[src/lfs_pkg.sv]
package lfs_pkg;
   localparam int ADDR_W      = 8;
   localparam int DATA_W      = 32;
   localparam int LINE_HIGH_N = 16;
   localparam int LINE_LOW_N  = 48;
   localparam int CH_N        = 48;
   localparam int LINE_N      = 64;
   localparam int LO_W        = 32;
   localparam int HI_W        = 16;
   localparam int SEL_W       = 6;
   localparam int IRQ_W       = 4;

   // register word offsets (byte addresses, one aligned word each)
   localparam logic [ADDR_W-1:0] ADDR_LINE_HIGH    = 8'h00;
   localparam logic [ADDR_W-1:0] ADDR_LINE_LOW_LO  = 8'h04;
   localparam logic [ADDR_W-1:0] ADDR_LINE_LOW_HI  = 8'h08;
   localparam logic [ADDR_W-1:0] ADDR_OPEN_LO      = 8'h0c;
   localparam logic [ADDR_W-1:0] ADDR_OPEN_HI      = 8'h10;
   localparam logic [ADDR_W-1:0] ADDR_SHORT_LO     = 8'h14;
   localparam logic [ADDR_W-1:0] ADDR_SHORT_HI     = 8'h18;
   localparam logic [ADDR_W-1:0] ADDR_IRQ_STATUS   = 8'h1c;
   localparam logic [ADDR_W-1:0] ADDR_IRQ_MASK     = 8'h20;
   localparam logic [ADDR_W-1:0] ADDR_LINE_SELECT  = 8'h24;

   // interrupt status and mask bit positions
   localparam int IRQ_LINE_HIGH = 0;
   localparam int IRQ_LINE_LOW  = 1;
   localparam int IRQ_OPEN      = 2;
   localparam int IRQ_SHORT     = 3;

   localparam logic [IRQ_W-1:0]  IRQ_RESET    = 4'h0;
   localparam logic [SEL_W-1:0]  SEL_RESET    = 6'h00;
   localparam logic [DATA_W-1:0] DATA_RESET   = 32'h0000_0000;
endpackage

[src/lfs_flag_track.sv]
`timescale 1ns/1ps
module lfs_flag_track #(
   parameter int WIDTH = 48
) (
   input  wire logic             clk,
   input  wire logic             rstSyncN,
   input  wire logic [WIDTH-1:0] flags,
   output logic      [WIDTH-1:0] mirror,
   output logic                  newFault
);
   logic [WIDTH-1:0] rising;

   // per-bit snapshot so register reads come from a flip-flop; the edge detect reads flags live
   genvar i;
   generate
      for (i = 0; i < WIDTH; i++) begin : g_bit
         always_ff @(posedge clk or negedge rstSyncN) begin
            if (!rstSyncN) begin
               mirror[i] <= 1'b0;
            end else begin
               mirror[i] <= flags[i];
            end
         end
         assign rising[i] = flags[i] & ~mirror[i];
      end
   endgenerate

   always_ff @(posedge clk or negedge rstSyncN) begin
      if (!rstSyncN) begin
         newFault <= 1'b0;
      end else begin
         newFault <= |rising;
      end
   end
endmodule // lfs_flag_track

[src/lfs_fault_regs.sv]
// The implementer's own choices: register access over APB and the register addresses.
`timescale 1ns/1ps
module lfs_fault_regs
   import lfs_pkg::*;
(
   input  wire logic                     clk,
   input  wire logic                     rst_n,
   input  wire logic                     psel,
   input  wire logic                     penable,
   input  wire logic                     pwrite,
   input  wire logic [lfs_pkg::ADDR_W-1:0] paddr,
   input  wire logic [lfs_pkg::DATA_W-1:0] pwdata,
   output logic      [lfs_pkg::DATA_W-1:0] prdata,
   output logic                          pready,
   output logic                          pslverr,
   input  wire logic [lfs_pkg::LINE_N-1:0] lineShortFlags,
   input  wire logic [lfs_pkg::CH_N-1:0]   channelOpenFlags,
   input  wire logic [lfs_pkg::CH_N-1:0]   channelShortFlags,
   output logic      [lfs_pkg::SEL_W-1:0]  shortLineSelect,
   output logic                          irq
);
   import lfs_pkg::*;

   logic                   rstMeta;
   logic                   rstSyncN;
   logic [LINE_N-1:0]      lineMirror;
   logic [CH_N-1:0]        openMirror;
   logic [CH_N-1:0]        shortMirror;
   logic [IRQ_W-1:0]       faultEvent;
   logic [IRQ_W-1:0]       irqStatus;
   logic [IRQ_W-1:0]       irqMask;
   logic [IRQ_W-1:0]       statusClear;
   logic [DATA_W-1:0]      rdValue;
   logic                   addrHit;
   logic                   setupPhase;
   logic                   accessDone;
   logic                   statusRead;

   // reset enters at once and leaves two edges after rst_n rises
   always_ff @(posedge clk or negedge rst_n) begin
      if (!rst_n) begin
         rstMeta  <= 1'b0;
         rstSyncN <= 1'b0;
      end else begin
         rstMeta  <= 1'b1;
         rstSyncN <= rstMeta;
      end
   end

   // detectors share this clock, so their flags are taken without sync
   lfs_flag_track #(.WIDTH(LINE_HIGH_N)) u_line_high (
      .clk      (clk),
      .rstSyncN (rstSyncN),
      .flags    (lineShortFlags[LINE_N-1:LINE_LOW_N]),
      .mirror   (lineMirror[LINE_N-1:LINE_LOW_N]),
      .newFault (faultEvent[IRQ_LINE_HIGH])
   );

   lfs_flag_track #(.WIDTH(LINE_LOW_N)) u_line_low (
      .clk      (clk),
      .rstSyncN (rstSyncN),
      .flags    (lineShortFlags[LINE_LOW_N-1:0]),
      .mirror   (lineMirror[LINE_LOW_N-1:0]),
      .newFault (faultEvent[IRQ_LINE_LOW])
   );

   lfs_flag_track #(.WIDTH(CH_N)) u_open (
      .clk      (clk),
      .rstSyncN (rstSyncN),
      .flags    (channelOpenFlags),
      .mirror   (openMirror),
      .newFault (faultEvent[IRQ_OPEN])
   );

   lfs_flag_track #(.WIDTH(CH_N)) u_short (
      .clk      (clk),
      .rstSyncN (rstSyncN),
      .flags    (channelShortFlags),
      .mirror   (shortMirror),
      .newFault (faultEvent[IRQ_SHORT])
   );

   assign setupPhase = psel & ~penable;
   assign accessDone = psel & penable;
   assign pready     = 1'b1;
   assign statusRead = accessDone & ~pwrite & (paddr == ADDR_IRQ_STATUS);

   // read mux; the 48-bit values split into a low word and a high word
   always_comb begin
      rdValue = DATA_RESET;
      addrHit = 1'b1;
      if (paddr == ADDR_LINE_HIGH) begin
         rdValue[HI_W-1:0] = lineMirror[LINE_N-1:LINE_LOW_N];
      end else if (paddr == ADDR_LINE_LOW_LO) begin
         rdValue = lineMirror[LO_W-1:0];
      end else if (paddr == ADDR_LINE_LOW_HI) begin
         rdValue[HI_W-1:0] = lineMirror[LINE_LOW_N-1:LO_W];
      end else if (paddr == ADDR_OPEN_LO) begin
         rdValue = openMirror[LO_W-1:0];
      end else if (paddr == ADDR_OPEN_HI) begin
         rdValue[HI_W-1:0] = openMirror[CH_N-1:LO_W];
      end else if (paddr == ADDR_SHORT_LO) begin
         rdValue = shortMirror[LO_W-1:0];
      end else if (paddr == ADDR_SHORT_HI) begin
         rdValue[HI_W-1:0] = shortMirror[CH_N-1:LO_W];
      end else if (paddr == ADDR_IRQ_STATUS) begin
         rdValue[IRQ_W-1:0] = irqStatus;
      end else if (paddr == ADDR_IRQ_MASK) begin
         rdValue[IRQ_W-1:0] = irqMask;
      end else if (paddr == ADDR_LINE_SELECT) begin
         rdValue[SEL_W-1:0] = shortLineSelect;
      end else begin
         addrHit = 1'b0;
      end
   end

   // read data is frozen at setup so it cannot shift during the access
   always_ff @(posedge clk or negedge rstSyncN) begin
      if (!rstSyncN) begin
         prdata <= DATA_RESET;
      end else if (setupPhase && !pwrite) begin
         prdata <= rdValue;
      end
   end

   assign pslverr = accessDone & ~addrHit;

   // only the bits actually returned are cleared; later events survive
   assign statusClear = statusRead ? prdata[IRQ_W-1:0] : IRQ_RESET;

   always_ff @(posedge clk or negedge rstSyncN) begin
      if (!rstSyncN) begin
         irqStatus <= IRQ_RESET;
      end else begin
         irqStatus <= (irqStatus & ~statusClear) | faultEvent;
      end
   end

   // fault words take no write path at all, so writes there are dropped
   always_ff @(posedge clk or negedge rstSyncN) begin
      if (!rstSyncN) begin
         irqMask <= IRQ_RESET;
      end else if (accessDone && pwrite && paddr == ADDR_IRQ_MASK) begin
         irqMask <= pwdata[IRQ_W-1:0];
      end
   end

   always_ff @(posedge clk or negedge rstSyncN) begin
      if (!rstSyncN) begin
         shortLineSelect <= SEL_RESET;
      end else if (accessDone && pwrite && paddr == ADDR_LINE_SELECT) begin
         shortLineSelect <= pwdata[SEL_W-1:0];
      end
   end

   always_ff @(posedge clk or negedge rstSyncN) begin
      if (!rstSyncN) begin
         irq <= 1'b0;
      end else begin
         irq <= |(irqStatus & irqMask);
      end
   end

   chk_line_high_read : assert property (
      @(posedge clk) disable iff (!rstSyncN)
      (setupPhase && !pwrite && paddr == ADDR_LINE_HIGH)
      |=> prdata[HI_W-1:0] == $past(lineShortFlags[LINE_N-1:LINE_LOW_N], 2))
      else $error("upper line short word does not match lines 48 to 63");

   chk_line_low_read : assert property (
      @(posedge clk) disable iff (!rstSyncN)
      (setupPhase && !pwrite && paddr == ADDR_LINE_LOW_LO)
      |=> prdata == $past(lineShortFlags[LO_W-1:0], 2))
      else $error("lower line short word does not match lines 0 to 31");

   chk_line_low_high : assert property (
      @(posedge clk) disable iff (!rstSyncN)
      (setupPhase && !pwrite && paddr == ADDR_LINE_LOW_HI)
      |=> prdata[HI_W-1:0] == $past(lineShortFlags[LINE_LOW_N-1:LO_W], 2))
      else $error("line short word does not match lines 32 to 47");

   chk_open_read : assert property (
      @(posedge clk) disable iff (!rstSyncN)
      (setupPhase && !pwrite && paddr == ADDR_OPEN_HI)
      |=> prdata == {16'h0000, $past(channelOpenFlags[CH_N-1:LO_W], 2)})
      else $error("open fault upper word does not match channels 32 to 47");

   chk_short_read : assert property (
      @(posedge clk) disable iff (!rstSyncN)
      (setupPhase && !pwrite && paddr == ADDR_SHORT_LO)
      |=> prdata == $past(channelShortFlags[LO_W-1:0], 2))
      else $error("short fault lower word does not match channels 0 to 31");

   chk_upper_zero : assert property (
      @(posedge clk) disable iff (!rstSyncN)
      (setupPhase && !pwrite && paddr == ADDR_LINE_HIGH)
      |=> prdata[DATA_W-1:HI_W] == 16'h0000 && !pslverr)
      else $error("unused upper bits of upper line word are not zero");

   chk_write_ignored : assert property (
      @(posedge clk) disable iff (!rstSyncN)
      (accessDone && pwrite && paddr <= ADDR_SHORT_HI)
      |=> $stable(shortLineSelect) && $stable(irqMask))
      else $error("write to a fault word altered another register");

   chk_line_select : assert property (
      @(posedge clk) disable iff (!rstSyncN)
      (accessDone && pwrite && paddr == ADDR_LINE_SELECT)
      |=> shortLineSelect == $past(pwdata[SEL_W-1:0]))
      else $error("line select did not take the written number");

   chk_irq_level : assert property (
      @(posedge clk) disable iff (!rstSyncN)
      irq == |$past(irqStatus & irqMask))
      else $error("interrupt line does not follow unmasked status");

   // a read clears only what it returned, and a new event still wins
   chk_status_clear : assert property (
      @(posedge clk) disable iff (!rstSyncN)
      statusRead
      |=> (irqStatus & $past(prdata[IRQ_W-1:0] & ~faultEvent)) == IRQ_RESET)
      else $error("status bits returned by a read were not cleared");

   chk_status_set : assert property (
      @(posedge clk) disable iff (!rstSyncN)
      faultEvent != IRQ_RESET
      |=> (irqStatus & $past(faultEvent)) == $past(faultEvent))
      else $error("new fault event did not set its status bit");
endmodule // lfs_fault_regs

[config.mk]
export PLATFORM = sky130hd
export DESIGN_NAME = lfs_fault_regs
export DESIGN_NICKNAME = d
export VERILOG_FILES = /design/src/lfs_pkg.sv /design/src/lfs_flag_track.sv /design/src/lfs_fault_regs.sv
export SDC_FILE = /design/constraint.sdc
export NUM_CORES = 1
export LEC_CHECK = 0
export BUFFER_PORTS_ARGS = -buffer_cell sky130_fd_sc_hd__buf_2
export CAP_MARGIN = 5
export CELL_PAD_IN_SITES_DETAIL_PLACEMENT = 1
export CELL_PAD_IN_SITES_GLOBAL_PLACEMENT = 2
export CORE_ASPECT_RATIO = 1.2
export CORE_UTILIZATION = 26
export CTS_BUF_LIST = sky130_fd_sc_hd__clkbuf_2
export DETAILED_ROUTE_END_ITERATION = 8
export GPL_ROUTABILITY_DRIVEN = 0
export GPL_TIMING_DRIVEN = 0
export MAX_ROUTING_LAYER = met4
export PLACE_DENSITY = 0.72
export SLEW_MARGIN = 20
export SYNTH_ARGS = -nofsm -noshare
export SYNTH_HDL_FRONTEND = slang
export SYNTH_SLANG_ARGS = --single-unit
export TNS_END_PERCENT = 5
[constraint.sdc]
create_clock -name clk -period 8.15 [get_ports clk]
set_input_delay 0.815 -clock clk [delete_from_list [all_inputs] [get_ports clk]]
set_output_delay 0.815 -clock clk [all_outputs]
set_load 0.005 [all_outputs]
Yosys cells after proc, flatten, opt, wreduce, memory -nomap -nowiden --
Index checks and enable logic that the tools add are counted.
Storage, ports and cells: output and inout bits 41, word-level logic and storage cells 551, register bits after elaboration 213, input bits 205
Cells by class: reduce and logical (&&, ||, !) cells 11, equality and inequality tests 9, bitwise logic cells 332, muxes and demuxes 28
Operator list (count):
- 1-bit AND | 165
- 1-bit NOT | 163
- 48-bit OR reduction | 3
- 16-bit two-way mux | 8
- 32-bit two-way mux | 2
- 8-bit by 5-bit equality test with 1-bit output, second input constant | 4
- 8-bit by 4-bit equality test with 1-bit output, second input constant | 2
- 8-bit by 6-bit equality test with 1-bit output, second input constant | 2
- 16-bit OR reduction | 1
- 4-bit two-way mux | 3
- 6-bit two-way mux | 2
- 1-bit two-way mux | 10
- 10-bit two-way mux | 1
- 4-bit AND | 2
- 8-bit by 3-bit equality test with 1-bit output, second input constant | 1
- 8-bit logical NOT | 1
- 1-bit logical AND | 4
- 2-bit two-way mux | 2
- 4-bit NOT | 1
- 4-bit OR | 1
- 4-bit OR reduction | 1
- 1-bit logical NOT | 1

Depth between registers and ports, before layout --
Gate-level depths: netlist of the first run.
word-level depth 13, mapped depth 8

Hierarchy --
A second synthesis of the first run with hierarchy kept.
Unflattened totals: cells, all modules 794, area, all modules 9059.9 um^2
Modules (own cells, without submodules):
- lfs_flag_track at u_line_low ... | area an instance 1622.8 um^2, instances 3, seq. area each 1226.2 um^2, cells an instance 116
- lfs_fault_regs | area an instance 3587.2 um^2, instances 1, seq. area each 1226.2 um^2, cells an instance 408
- lfs_flag_track at u_line_high | area an instance 604.3 um^2, instances 1, seq. area each 425.4 um^2, cells an instance 38

Worst setup path before layout of the first run --
Ideal clock, no wire load.
path kind input to output, from input port paddr[3] in the netlist's numbering, to output port pslverr, stages 5, slack 5444 ps, arrival time 1891 ps, path through clkbuf_1 -> buf_1 -> clkbuf_1 -> o21ai_0 -> a21oi_1
Between the ends: cells in the longest elaborated chain, start to end 13, elaborated cells on any way between the ends 22
RTL lines:
- start: declaration | RTL line lfs_fault_regs.sv:11 | input wire logic [lfs_pkg::ADDR_W-1:0] paddr,
- 8-bit by 6-bit equality test with 1-bit output | RTL line lfs_fault_regs.sv:110 | end else if (paddr == ADDR_LINE_SELECT) begin
- 1-bit two-way mux | RTL line lfs_fault_regs.sv:110
- 1-bit two-way mux | RTL line lfs_fault_regs.sv:108 | end else if (paddr == ADDR_IRQ_MASK) begin
- 1-bit two-way mux | RTL line lfs_fault_regs.sv:106 | end else if (paddr == ADDR_IRQ_STATUS) begin
- 1-bit two-way mux | RTL line lfs_fault_regs.sv:104 | end else if (paddr == ADDR_SHORT_HI) begin
- 1-bit two-way mux | RTL line lfs_fault_regs.sv:102 | end else if (paddr == ADDR_SHORT_LO) begin
- 1-bit two-way mux | RTL line lfs_fault_regs.sv:100 | end else if (paddr == ADDR_OPEN_HI) begin
- 1-bit two-way mux | RTL line lfs_fault_regs.sv:98 | end else if (paddr == ADDR_OPEN_LO) begin
- 1-bit two-way mux | RTL line lfs_fault_regs.sv:96 | end else if (paddr == ADDR_LINE_LOW_HI) begin
- 1-bit two-way mux | RTL line lfs_fault_regs.sv:94 | end else if (paddr == ADDR_LINE_LOW_LO) begin
- 1-bit two-way mux * | RTL line lfs_fault_regs.sv:92 | if (paddr == ADDR_LINE_HIGH) begin
- 1-bit NOT * | RTL line lfs_fault_regs.sv:126 | assign pslverr = accessDone & ~addrHit;
- 1-bit AND * | RTL line lfs_fault_regs.sv:126
- end: declaration | RTL line lfs_fault_regs.sv:15 | output logic pslverr,
Mark *: on every way between the ends. The rest lies on a longest branch, timed or not.

Worst setup path after layout of the first run --
Same ends and word-level chain as after synthesis.

==> impl_metrics.py, run 1 <==
metrics = {
    "sta": {
        "min_period_over_period": 0.461,
        "fmax_mhz": 266,
        "setup_tns_ps": 0,
        "tightest_slew_ps": 1090,
        "report.final.slew_viol_count": 0,
        "hold_viol": 0,
        "max_slew_margin": 0.262,
        "setup_violations": 0,
        "period_minus_slack_ps": 3760,
        "rsz0062_at_grt": "false",
        "finClkSkew_ps": 61.7,
    },
    "outcome": {
        "status": "finished, final reports clean",
    },
    "critical_path": {
        "critPathMaxFanout": 10,
        "r2r_end": "u_short.newFault",
        "end_kind": "primary output",
        "critPathSlowestCell": "clkbuf_1",
        "critPathKind": "in2out",
        "r2r-start": "u_short.mirror[0]",
        "critPathTopFamily": "buffers and inverters",
        "arrival_ps": 2940,
        "r2r.worst_path.cells": 4,
        "required_ps": 7340,
        "cp_cell_sequence": "buf_2, clkbuf_1, buf_1, clkbuf_1, o21ai_0, a21oi_1, buf_2",
        "startpoint_type": "input port",
        "critPathBufInv": 5,
        "max_stage_delay_ps": 490,
        "r2r_slack_ps": 6120,
    },
    "global_route": {
        "grt_pass1_wl_um": 57200,
        "antenna_found_initial": 2,
        "track_usage": 0.231,
        "grt-ovfl-total": 0,
        "grt_pass1_vias": 9322,
        "grt_max_degree": 59,
    },
    "cts": {
        "clockBufferDepth": 3,
        "ctsResizeCount": 0,
        "clock-root-buffer": "clkbuf_2",
        "htreeDepth": 2,
        "cts.sinks": 213,
        "cts_tree": "built",
        "numCtsBuffers": 57,
        "clkTransAtPathRegs_ps": 100,
        "clock_latency_ps": 890,
    },
    "layout": {
        "seq_area_um2": 5330,
        "multiInputGateArea_um2": 2850,
        "area_growth_pct": 39.9,
        "drive_above_1_share": 0.259,
        "final.fill_count": 3928,
        "instances_no_fill": 1723,
        "nets": 1433,
    },
    "detailed_routing": {
        "post_drt_wl_per_cell_um": 22.3,
        "drt-initial-drc-count": 481,
        "via_count": 8245,
        "ant_nets": 0,
        "drc": 0,
        "dr.pass1.iters": 5,
        "viasPerCell": 4.79,
        "routed_wl_um": 38400,
    },
    "power_and_ir_drop": {
        "power_frac_seq": 0.520,
        "clkPwrFrac": 0.345,
        "powerDensity_nw_per_um2": 177,
        "switching_share": 0.301,
        "power_frac_comb": 0.135,
        "p_int_w": 0.00155,
        "p_sw_w": 0.000669,
        "p_leak_nw": 6.11,
        "vdd_ir_drop_max_v": 0.0000788,
    },
    "logic_synthesis": {
        "synth_cells": 818,
        "yosysUniqueCellTypes": 50,
        "yosys_warnings": 0,
        "synth-main-ff-cell": "dfrtp_1",
        "synth.area.top_cells": "dfrtp_1 60%, inv_1 6.8%, a221oi_1 4.1%, mux2i_1 2.7%, o22ai_1 2.7%",
        "synth_edf_count": 0,
        "yosys_register_bits": 213,
        "synthTopCellsByCount": "213 x dfrtp_1, 163 x inv_1, 42 x a221oi_1, 42 x o21ai_0, 41 x a21oi_1",
        "netlist.area_leader.share": 0.596,
        "synth-async-reset-ratio": 1.00,
        "synth.most_common_cell": "dfrtp_1",
        "synthesis.area_um2": 8940,
        "postSynthAreaPerCell_um2": 10.9,
        "synth_top_area_cell": "dfrtp_1",
        "yosysSeqAreaShare": 0.596,
    },
    "floorplan": {
        "fp.dieH_um": 205,
        "ios": 246,
        "start_util": 0.263,
        "fp.dieW_um": 171,
        "num_rows": 74,
        "core_area_um2": 34000,
        "die_area_um2": 35100,
    },
    "min_path": {
        "min_path_cells": 1,
        "hold_class": "in2reg",
        "holdPathEnd": "u_line_high.mirror[6]",
        "holdCritStartpoint": "lineShortFlags[54]",
    },
    "place": {
        "portBuffers": 216,
        "dpl.hpwl_um": 29100,
        "place_inst": 1495,
    },
    "job": {
        "cap_violations": 0,
    },
}
[how the worst max path moves through the flow]
| stage | from | to | slack (ps) | cells past startpoint |
|---|---|---|---|---|
| finish | paddr[3] | pslverr | 4390 | 7 |
| global route | paddr[3] | pslverr | 4330 | 7 |
| floorplan | rstSyncN | irq | 1770 | 0 |
| detailed placement | paddr[3] | pslverr | 4440 | 7 |
| global placement | rstSyncN | shortLineSelect[5] | -770 | 0 |
| CTS | paddr[3] | pslverr | 4450 | 7 |
[sequential cells by signal, indices dropped and copies added (netlist names)]
name	flops
u_line_low.mirror	48
u_open.mirror	48
u_short.mirror	48
prdata	32
u_line_high.mirror	16
shortLineSelect	6
irqMask	4
irqStatus	4
irq	1
rstMeta	1
rstSyncN	1
u_line_high.newFault	1
u_line_low.newFault	1
u_open.newFault	1
u_short.newFault	1
[layer usage]
layer  share of wire  up-vias  track usage
li1                -     3753            -
met5               0        -            -
met4           0.021        0       0.0644
met2            0.51      275        0.398
met3           0.050       63       0.0359
met1            0.41     4154        0.278
[stage by stage]
step                      utilization  hold WS (ps)  setup slack, ps  cell area, um2  power, W
after detailed placement        0.315           325             4440           10700   0.00142
after floorplan                     -           331             1770            8950   0.00127
after global routing            0.368          1.91             4330           12500   0.00233
final                           0.368          79.3             4390           12500   0.00222
after CTS                       0.368         0.232             4450           12500   0.00225
after global placement          0.312           336             -771           10600   0.00141
[power groups by stage]
stage	sequential [W]	clock (W)	combinational (W)
finish	0.00115	0.000765	0.000300
global route	0.00116	0.000843	0.000328
CTS	0.00115	0.000791	0.000300
detailed placement	0.00117	0	0.000250
global placement	0.00119	0	0.000218
floorplan	0.00117	0	0.000100
[area by class of cell]
cell class                      instances  area share
Buffer                                 37      0.0121
Inverter                              163      0.0489
Multi-Input combinational cell        406       0.228
Tap cell                              456      0.0456
Clock inverter                         12     0.00620
Clock buffer                           83      0.0332
Sequential cell                       213       0.426
Antenna cell                            3    0.000600
Timing Repair Buffer                  350       0.199
[layout by cell type (no fill, tap or decap), types with 9 or more instances in the layout]
cell type,instances
a21o_1,12
nand4_1,12
nand2_1,17
dfrtp_1,212
a21oi_1,41
inv_1,163
buf_2,217
clkinv_1,9
o2bb2ai_1,13
a221oi_1,42
a22o_1,20
o21ai_0,42
or3_1,15
dlygate4sd3_1,130
nor2_1,18
mux2_2,10
o22ai_1,38
o221ai_1,11
clkbuf_2,83
a22oi_1,11
mux2i_1,24
o32ai_1,14
clkbuf_1,29
nor2b_1,11
[cell families after synthesis]
group	Yosys count	share of synthesized area
flip-flops	213	0.596
multiplexers	37	0.0470
other	1	0.000419
AND/OR/NAND/NOR	112	0.0709
AO/OA/AOI/OAI	255	0.200
buffers and inverters	200	0.0854
[repair_timing]
item,4_1_cts,5_1_grt
hold buffers,130,0
setup buffers,0,0
endpoints found under the hold margin,131,0
Note: power is estimated with default switching activity, not from simulation.
==> run 2: changes to the inputs <==
--- a/config.mk
+++ b/config.mk
@@ -5,6 +5,7 @@
 export SDC_FILE = /design/constraint.sdc
 export NUM_CORES = 1
 export LEC_CHECK = 0
+export ABC_AREA = 1
 export BUFFER_PORTS_ARGS = -buffer_cell sky130_fd_sc_hd__buf_2
 export CAP_MARGIN = 5
 export CELL_PAD_IN_SITES_DETAIL_PLACEMENT = 1
@@ -16,7 +17,7 @@
 export GPL_ROUTABILITY_DRIVEN = 0
 export GPL_TIMING_DRIVEN = 0
 export MAX_ROUTING_LAYER = met4
-export PLACE_DENSITY = 0.72
+export PLACE_DENSITY = 0.77
 export SLEW_MARGIN = 20
 export SYNTH_ARGS = -nofsm -noshare
 export SYNTH_HDL_FRONTEND = slang
==> constraint.sdc (replaced) <==
create_clock -name clk -period 3.45 [get_ports clk]
set_input_delay 0.345 -clock clk [delete_from_list [all_inputs] [get_ports clk]]
set_output_delay 0.345 -clock clk [all_outputs]
set_load 0.005 [all_outputs]
==> run 2 against run 1 <==
Worst setup slack got worse by 3200 ps. Cell count rose by 11%. Via count rose by 0.63%. Count of clock-buffer cells in the layout rose by 10. Die area fell by 0.71%. Clock skew fell by 19 ps. Worst hold slack improved by 47 ps. Utilization rose by 2.0 points. Final area rose by 3.5%. Critical endpoint unchanged.
==> impl_metrics.py, run 2 <==
metrics = {
    "sta": {
        "period_minus_slack_ps": 2230,
        "fmax_mhz": 448,
        "hold_viol": 0,
        "rsz0062_at_grt": "false",
        "report.final.slew_viol_count": 0,
        "max_slew_margin": 0.533,
        "finClkSkew_ps": 42.5,
        "setup_violations": 0,
        "layout_setup_ws_ps": 1220,
        "setup_tns_ps": 0,
        "min_period_over_period": 0.646,
        "tightest_slew_ps": 700,
    },
    "cts": {
        "cts_tree": "built",
        "clockBufferDepth": 3,
        "clock-root-buffer": "clkbuf_2",
        "cts.sinks": 213,
        "clkTransAtPathRegs_ps": 110,
        "numCtsBuffers": 58,
        "htreeDepth": 2,
        "cts_setup_buffers": 0,
        "clock_latency_ps": 870,
    },
    "power_and_ir_drop": {
        "p_leak_nw": 6.88,
        "vdd_ir_drop_max_v": 0.000192,
        "powerDensity_nw_per_um2": 390,
    },
    "critical_path": {
        "arrival_ps": 1880,
        "end_kind": "primary output",
        "r2r-start": "u_short.mirror[27]",
        "critPathMaxFanout": 10,
        "required_ps": 3110,
        "r2r_slack_ps": 1930,
        "startpoint_type": "input port",
        "r2r.worst_path.cells": 6,
        "r2r_end": "u_short.newFault",
        "critPathKind": "in2out",
    },
    "floorplan": {
        "fp.dieH_um": 204,
        "num_rows": 73,
        "die_area_um2": 34900,
        "start_util": 0.266,
        "fp.dieW_um": 171,
        "core_area_um2": 33300,
        "ios": 246,
    },
    "detailed_routing": {
        "via_count": 8297,
        "viasPerCell": 4.35,
        "dr.pass1.iters": 4,
        "drt-initial-drc-count": 273,
        "ant_nets": 0,
        "post_drt_wl_per_cell_um": 17.8,
        "routed_wl_um": 34000,
        "drc": 0,
    },
    "logic_synthesis": {
        "synth-simple-area-share": 0.161,
        "synth_top_area_cell": "dfrtp_1",
        "synth.area.top_cells": "dfrtp_1 60%, inv_1 7.8%, nand2_1 7.5%, a21oi_1 4.2%, nor2_1 2.2%",
        "netlist.area_leader.share": 0.600,
        "synth_top_family_by_area": "simple AND/OR/NAND/NOR gates",
        "synth_mux_area_frac": 0.00254,
        "yosys_warnings": 0,
        "synth-main-ff-cell": "dfrtp_1",
        "yosysSeqAreaShare": 0.600,
        "synthTopCellsByCount": "213 x dfrtp_1, 185 x inv_1, 177 x nand2_1",
        "synth_adder_area_share": 0,
        "synth_compound_area_frac": 0.137,
        "yosys_register_bits": 213,
        "synth_edf_count": 0,
        "synthesis.area_um2": 8880,
        "yosysUniqueCellTypes": 43,
        "synth_cells": 948,
        "synth.most_common_cell": "dfrtp_1",
        "postSynthAreaPerCell_um2": 9.37,
        "yosys.area_share.xor_xnor": 0,
        "synth-async-reset-ratio": 1.00,
    },
    "global_route": {
        "track_usage": 0.206,
        "grt_pass1_vias": 9436,
        "grt_max_degree": 51,
        "antenna_found_initial": 5,
        "grt-ovfl-total": 0,
        "grt_pass1_wl_um": 51900,
    },
    "outcome": {
        "status": "finished, final reports clean",
    },
    "min_path": {
        "holdCritStartpoint": "paddr[0]",
        "holdPathEnd": "prdata[1]",
        "hold_class": "in2reg",
        "min_path_cells": 6,
    },
    "place": {
        "pre_cts_slack_ps": 1220,
        "portBuffers": 218,
        "dpl.hpwl_um": 25200,
    },
    "layout": {
        "mostFrequentLayoutCells": "225 x buf_2, 212 x dfrtp_1, 185 x inv_1",
        "largestRegisters": "u_line_low.mirror (48), u_open.mirror (48), u_short.mirror (48)",
        "nets": 1614,
        "drive_above_1_share": 0.262,
        "final.fill_count": 3955,
        "final_common_cell": "buf_2",
        "area_growth_pct": 45.8,
    },
    "job": {
        "cap_violations": 0,
    },
}
-- run 2: cell count changes in the layout (fill, tap and decap cells not counted), moves of 26 or more --
cell and change:
nor2_1 +33, clkbuf_1 -26, a221oi_1 -34, a21oi_1 +33
nand2_1 +160, nand3_1 +26, dlygate4sd3_1 +48
-- run 2: layout make-up --
cell class / count / area, um2 / share of cell area
diodes: 5 / 12.5 / 0.000966
plain buffers: 20 / 133 / 0.0102
clock buffers: 93 / 465 / 0.0359
clock inverters: 10 / 37.5 / 0.00290
inverters: 198 / 746 / 0.0576
multi-input cells: 518 / 2670 / 0.207
flip-flops and latches: 213 / 5330 / 0.412
well taps: 450 / 563 / 0.0435
repair buffers: 400 / 2980 / 0.230
-- run 2: layer usage --
layer | part of all wire | GRT usage | vias up
li1 | - | - | 3993
met1 | 0.40 | 0.226 | 4016
met2 | 0.53 | 0.367 | 216
met3 | 0.044 | 0.0387 | 72
met4 | 0.027 | 0.0740 | 0
met5 | 0 | - | -
-- run 2: kinds of logic after synthesis --
family | after synthesis
compound gates | 196
buf+inv | 218
flops | 213
mux | 2
other cells | 1
simple gates | 318
-- run 2: worst max-delay path by stage --
| stage | from | endpoint | slack, ps |
|---|---|---|---|
| floorplan | rstSyncN | irq | 1290 |
| global placement | rstSyncN | irqMask[0] | 380 |
| detailed placement | paddr[6] | pslverr | 1220 |
| CTS | paddr[6] | pslverr | 1220 |
| global route | paddr[6] | pslverr | 1080 |
| finish | paddr[6] | pslverr | 1220 |
-- run 2: through the flow --
step / utilization / hold slack, ps / cell area [um2] / total power, W / std cells
finish: 0.388 / 126 / 12900 / 0.00505 / 1907
global route: 0.388 / 19.7 / 12900 / 0.00532 / 1907
CTS: 0.388 / 19.6 / 12900 / 0.00513 / 1902
detailed placement: 0.319 / 134 / 10700 / 0.00316 / 1621
global placement: 0.316 / 131 / 10500 / 0.00312 / 1617
floorplan: - / 49.4 / 8890 / 0.00289 / 949
-- run 2: power by group --
part | switching (W) | internal [W] | total, W
logic | 0.000301 | 0.000302 | 0.000603
registers | 0.0000572 | 0.00260 | 0.00266
clock network | 0.00109 | 0.000698 | 0.00178
total | 0.00144 | 0.00360 | 0.00505
-- run 2: repair_timing --
item / in CTS / in global routing
hold buffers: 178 / 0
resized for setup: 0 / 0
hold endpoints to repair: 184 / 0
-- run 2: critical path, cell delays in order --
cell and delay [ps]:
buf_2 100, inv_1 40, nand2_1 170, nor2_8 70, nand2_1 120, buf_6 170
buf_6 190, nand3_1 180, nor3_1 310, buf_2 170
==> run 3: changes to the inputs <==
--- a/config.mk
+++ b/config.mk
@@ -17,7 +17,7 @@
 export GPL_ROUTABILITY_DRIVEN = 0
 export GPL_TIMING_DRIVEN = 0
 export MAX_ROUTING_LAYER = met4
-export PLACE_DENSITY = 0.77
+export PLACE_DENSITY = 0.74
 export SLEW_MARGIN = 20
 export SYNTH_ARGS = -nofsm -noshare
 export SYNTH_HDL_FRONTEND = slang
==> constraint.sdc (replaced) <==
create_clock -name clk -period 2.2 [get_ports clk]
set_input_delay 0.22 -clock clk [delete_from_list [all_inputs] [get_ports clk]]
set_output_delay 0.22 -clock clk [all_outputs]
set_load 0.005 [all_outputs]
==> run 3 against run 2 <==
The flow now stops in 4_1_cts. Area after synthesis unchanged. Synthesized cell count unchanged.
==> impl_metrics.py, run 3 <==
metrics = {
    "logic_synthesis": {
        "synthTopCellsByCount": "213 x dfrtp_1, 185 x inv_1, 177 x nand2_1",
        "synth_cells": 948,
        "synth_top_area_cell": "dfrtp_1",
        "yosysSeqAreaShare": 0.600,
        "synth.area.top_cells": "dfrtp_1 60%, inv_1 7.8%, nand2_1 7.5%, a21oi_1 4.2%, nor2_1 2.2%",
        "netlist.area_leader.share": 0.600,
        "synth.most_common_cell": "dfrtp_1",
        "postSynthAreaPerCell_um2": 9.37,
        "synth_edf_count": 0,
        "synthesis.area_um2": 8880,
        "synth-async-reset-ratio": 1.00,
        "yosys_register_bits": 213,
        "yosys_warnings": 0,
        "yosysUniqueCellTypes": 43,
        "synth-main-ff-cell": "dfrtp_1",
    },
    "outcome": {
        "error": "[ERROR RSZ-0060] Max buffer count reached.",
        "haltStage": "4_1_cts",
        "status": "aborted with a tool error",
    },
    "floorplan": {
        "num_rows": 73,
        "ios": 246,
        "fp.dieW_um": 171,
        "fp.dieH_um": 204,
        "start_util": 0.266,
    },
    "place": {
        "dpl.hpwl_um": 24700,
        "portBuffers": 218,
        "place_area_um2": 10600,
        "place_inst": 1621,
    },
    "cts": {
        "cts_hold_buf": 345,
        "htreeDepth": 2,
        "ctsResizeCount": 0,
        "clock-root-buffer": "clkbuf_2",
        "clockBufferDepth": 3,
        "cts_setup_buffers": 0,
        "cts.sinks": 213,
        "numCtsBuffers": 60,
    },
}
-- run 3: cell counts after synthesis --
Identical to the previous run, type by type.
-- run 3: per-stage QoR --
step	setup TNS (ps)	worst slack, ps
2_1_floorplan	0	36.1
3_3_place_gp	-179670	-877
3_5_place_dp	0	95.6
-- run 3: logic make-up after synthesis --
group	after synthesis	synth area share
buffers and inverters	218	0.0989
AO/OA/AOI/OAI	196	0.137
AND/OR/NAND/NOR	318	0.161
flip-flops	213	0.600
other	1	0.000422
multiplexers	2	0.00254
==> run 4: changes to the inputs <==
--- a/config.mk
+++ b/config.mk
@@ -8,16 +8,11 @@
 export ABC_AREA = 1
 export BUFFER_PORTS_ARGS = -buffer_cell sky130_fd_sc_hd__buf_2
 export CAP_MARGIN = 5
-export CELL_PAD_IN_SITES_DETAIL_PLACEMENT = 1
-export CELL_PAD_IN_SITES_GLOBAL_PLACEMENT = 2
-export CORE_ASPECT_RATIO = 1.2
-export CORE_UTILIZATION = 26
-export CTS_BUF_LIST = sky130_fd_sc_hd__clkbuf_2
+export CORE_UTILIZATION = 20
 export DETAILED_ROUTE_END_ITERATION = 8
 export GPL_ROUTABILITY_DRIVEN = 0
 export GPL_TIMING_DRIVEN = 0
-export MAX_ROUTING_LAYER = met4
-export PLACE_DENSITY = 0.74
+export PLACE_DENSITY_LB_ADDON = 0.15
 export SLEW_MARGIN = 20
 export SYNTH_ARGS = -nofsm -noshare
 export SYNTH_HDL_FRONTEND = slang
==> run 4 against run 3 <==
The flow now finishes without violations.
==> impl_metrics.py, run 4 (synthesis results as in run 2) <==
metrics = {
    "floorplan": {
        "start_util": 0.204,
        "core_area_um2": 43500,
        "fp.dieH_um": 213,
        "ios": 246,
        "num_rows": 76,
        "die_area_um2": 45200,
        "fp.dieW_um": 213,
    },
    "outcome": {
        "status": "finished, final reports clean",
    },
    "cts": {
        "cts_setup_buffers": 0,
        "cts.sinks": 213,
        "cts_tree": "built",
        "htreeDepth": 1,
        "clock-root-buffer": "clkbuf_16",
        "numCtsBuffers": 27,
        "clockBufferDepth": 3,
        "clock_latency_ps": 560,
        "clkTransAtPathRegs_ps": 60,
    },
    "critical_path": {
        "end_kind": "primary output",
        "max_stage_delay_ps": 330,
        "arrival_ps": 1860,
        "startpoint_type": "input port",
        "r2r_slack_ps": 620,
        "cp_cell_sequence": "buf_2, inv_1, nand2_1, nor2_8, nand2_1, buf_6, buf_6, nand3_1, nor3_1, buf_2",
        "required_ps": 1980,
        "critPathKind": "in2out",
        "critPathSlowestCell": "nor3_1",
        "critPathMaxFanout": 10,
    },
    "detailed_routing": {
        "routed_wl_um": 34400,
        "drt-initial-drc-count": 418,
        "post_drt_wl_per_cell_um": 17.4,
        "ant_nets": 0,
        "drc": 0,
        "dr.pass1.iters": 4,
        "viasPerCell": 3.95,
        "via_count": 7808,
    },
    "power_and_ir_drop": {
        "powerDensity_nw_per_um2": 709,
        "vdd_ir_drop_max_v": 0.000485,
        "p_total_w": 0.00949,
        "p_leak_nw": 6.85,
    },
    "sta": {
        "setup_tns_ps": 0,
        "period_minus_slack_ps": 2080,
        "report.final.slew_viol_count": 0,
        "fmax_mhz": 481,
        "max_slew_margin": 0.536,
        "setup_violations": 0,
        "min_period_over_period": 0.945,
        "rsz0062_at_grt": "false",
        "finClkSkew_ps": 20.3,
        "hold_viol": 0,
        "tightest_slew_ps": 697,
    },
    "global_route": {
        "track_usage": 0.152,
        "grt-ovfl-total": 0,
        "grt_pass1_wl_um": 50200,
        "grt_max_degree": 51,
        "grt_pass1_vias": 8021,
        "antenna_found_initial": 4,
    },
    "layout": {
        "drive_above_1_share": 0.237,
        "final_common_cell": "buf_2",
        "nets": 1573,
        "fin_util": 0.308,
        "instances_no_fill": 1978,
        "area_growth_pct": 50.7,
        "final.fill_count": 4638,
        "mostFrequentLayoutCells": "225 x buf_2, 212 x dfrtp_1, 185 x inv_1",
        "largestRegisters": "u_line_low.mirror (48), u_open.mirror (48), u_short.mirror (48)",
    },
    "place": {
        "place_inst": 1756,
        "portBuffers": 218,
        "dpl.hpwl_um": 26600,
    },
    "job": {
        "cap_violations": 0,
    },
    "min_path": {
        "hold_class": "in2reg",
    },
}
run 4: stage by stage:
step | setup WS (ps) | area [um2] | hold WS [ps]
3_3_place_gp | -1080 | 10700 | 5.72
2_1_floorplan | 36.1 | 8890 | -75.6
6_report | 120 | 13400 | 58.1
3_5_place_dp | 81.2 | 10800 | 8.28
5_1_grt | 1.63 | 13400 | 43.7
4_1_cts | 124 | 13400 | 45.5
run 4: cell type report:
| type | instances | area, um2 | area share |
|---|---|---|---|
| clock inverter | 4 | 26.3 | 0.00196 |
| buffer | 20 | 133 | 0.00991 |
| clock buffer | 46 | 847 | 0.0633 |
| multi-input combinational | 518 | 2670 | 0.200 |
| timing repair buffer | 390 | 2880 | 0.215 |
| inverter | 198 | 746 | 0.0557 |
| tap | 585 | 732 | 0.0547 |
| antenna | 4 | 10.0 | 0.000748 |
| sequential | 213 | 5330 | 0.399 |
run 4: repair_timing:
item	CTS	global route
hold buffers	168	0
gates resized for setup	0	0
endpoints found under the hold margin	174	0
run 4: metal layers:
layer	part of all wire	wire, um	vias up	global-route usage
li1	-	-	3884	-
met1	0.46	15800	3702	0.202
met2	0.47	16200	183	0.254
met3	0.050	1720	37	0.0325
met4	0.019	655	2	0.0340
met5	0.00038	13	-	0
run 4: critical path, delay by kind of cell:
family	cells	cell delay (ps)
buffers and inverters	5	710
AND/OR/NAND/NOR	5	930
run 4: final timing paths:
| path | to | cells after the start | startpoint |
|---|---|---|---|
| hold reg to reg | u_short.mirror[42] | 0 | rstSyncN |
| hold / removal | irqStatus[3] | 3 | psel |
| max in group asynchronous | u_line_high.mirror[6] | 2 | rstSyncN |
| setup / recovery | pslverr | 10 | paddr[6] |
| min in group asynchronous | u_short.mirror[42] | 0 | rstSyncN |
| setup reg to reg | u_short.newFault | 6 | u_short.mirror[27] |
run 4: where the power goes:
part	internal (W)	switching [W]	total, W
registers	0.00409	0.0000898	0.00418
logic	0.000466	0.000466	0.000932
clock network	0.00260	0.00178	0.00438
total	0.00715	0.00234	0.00949
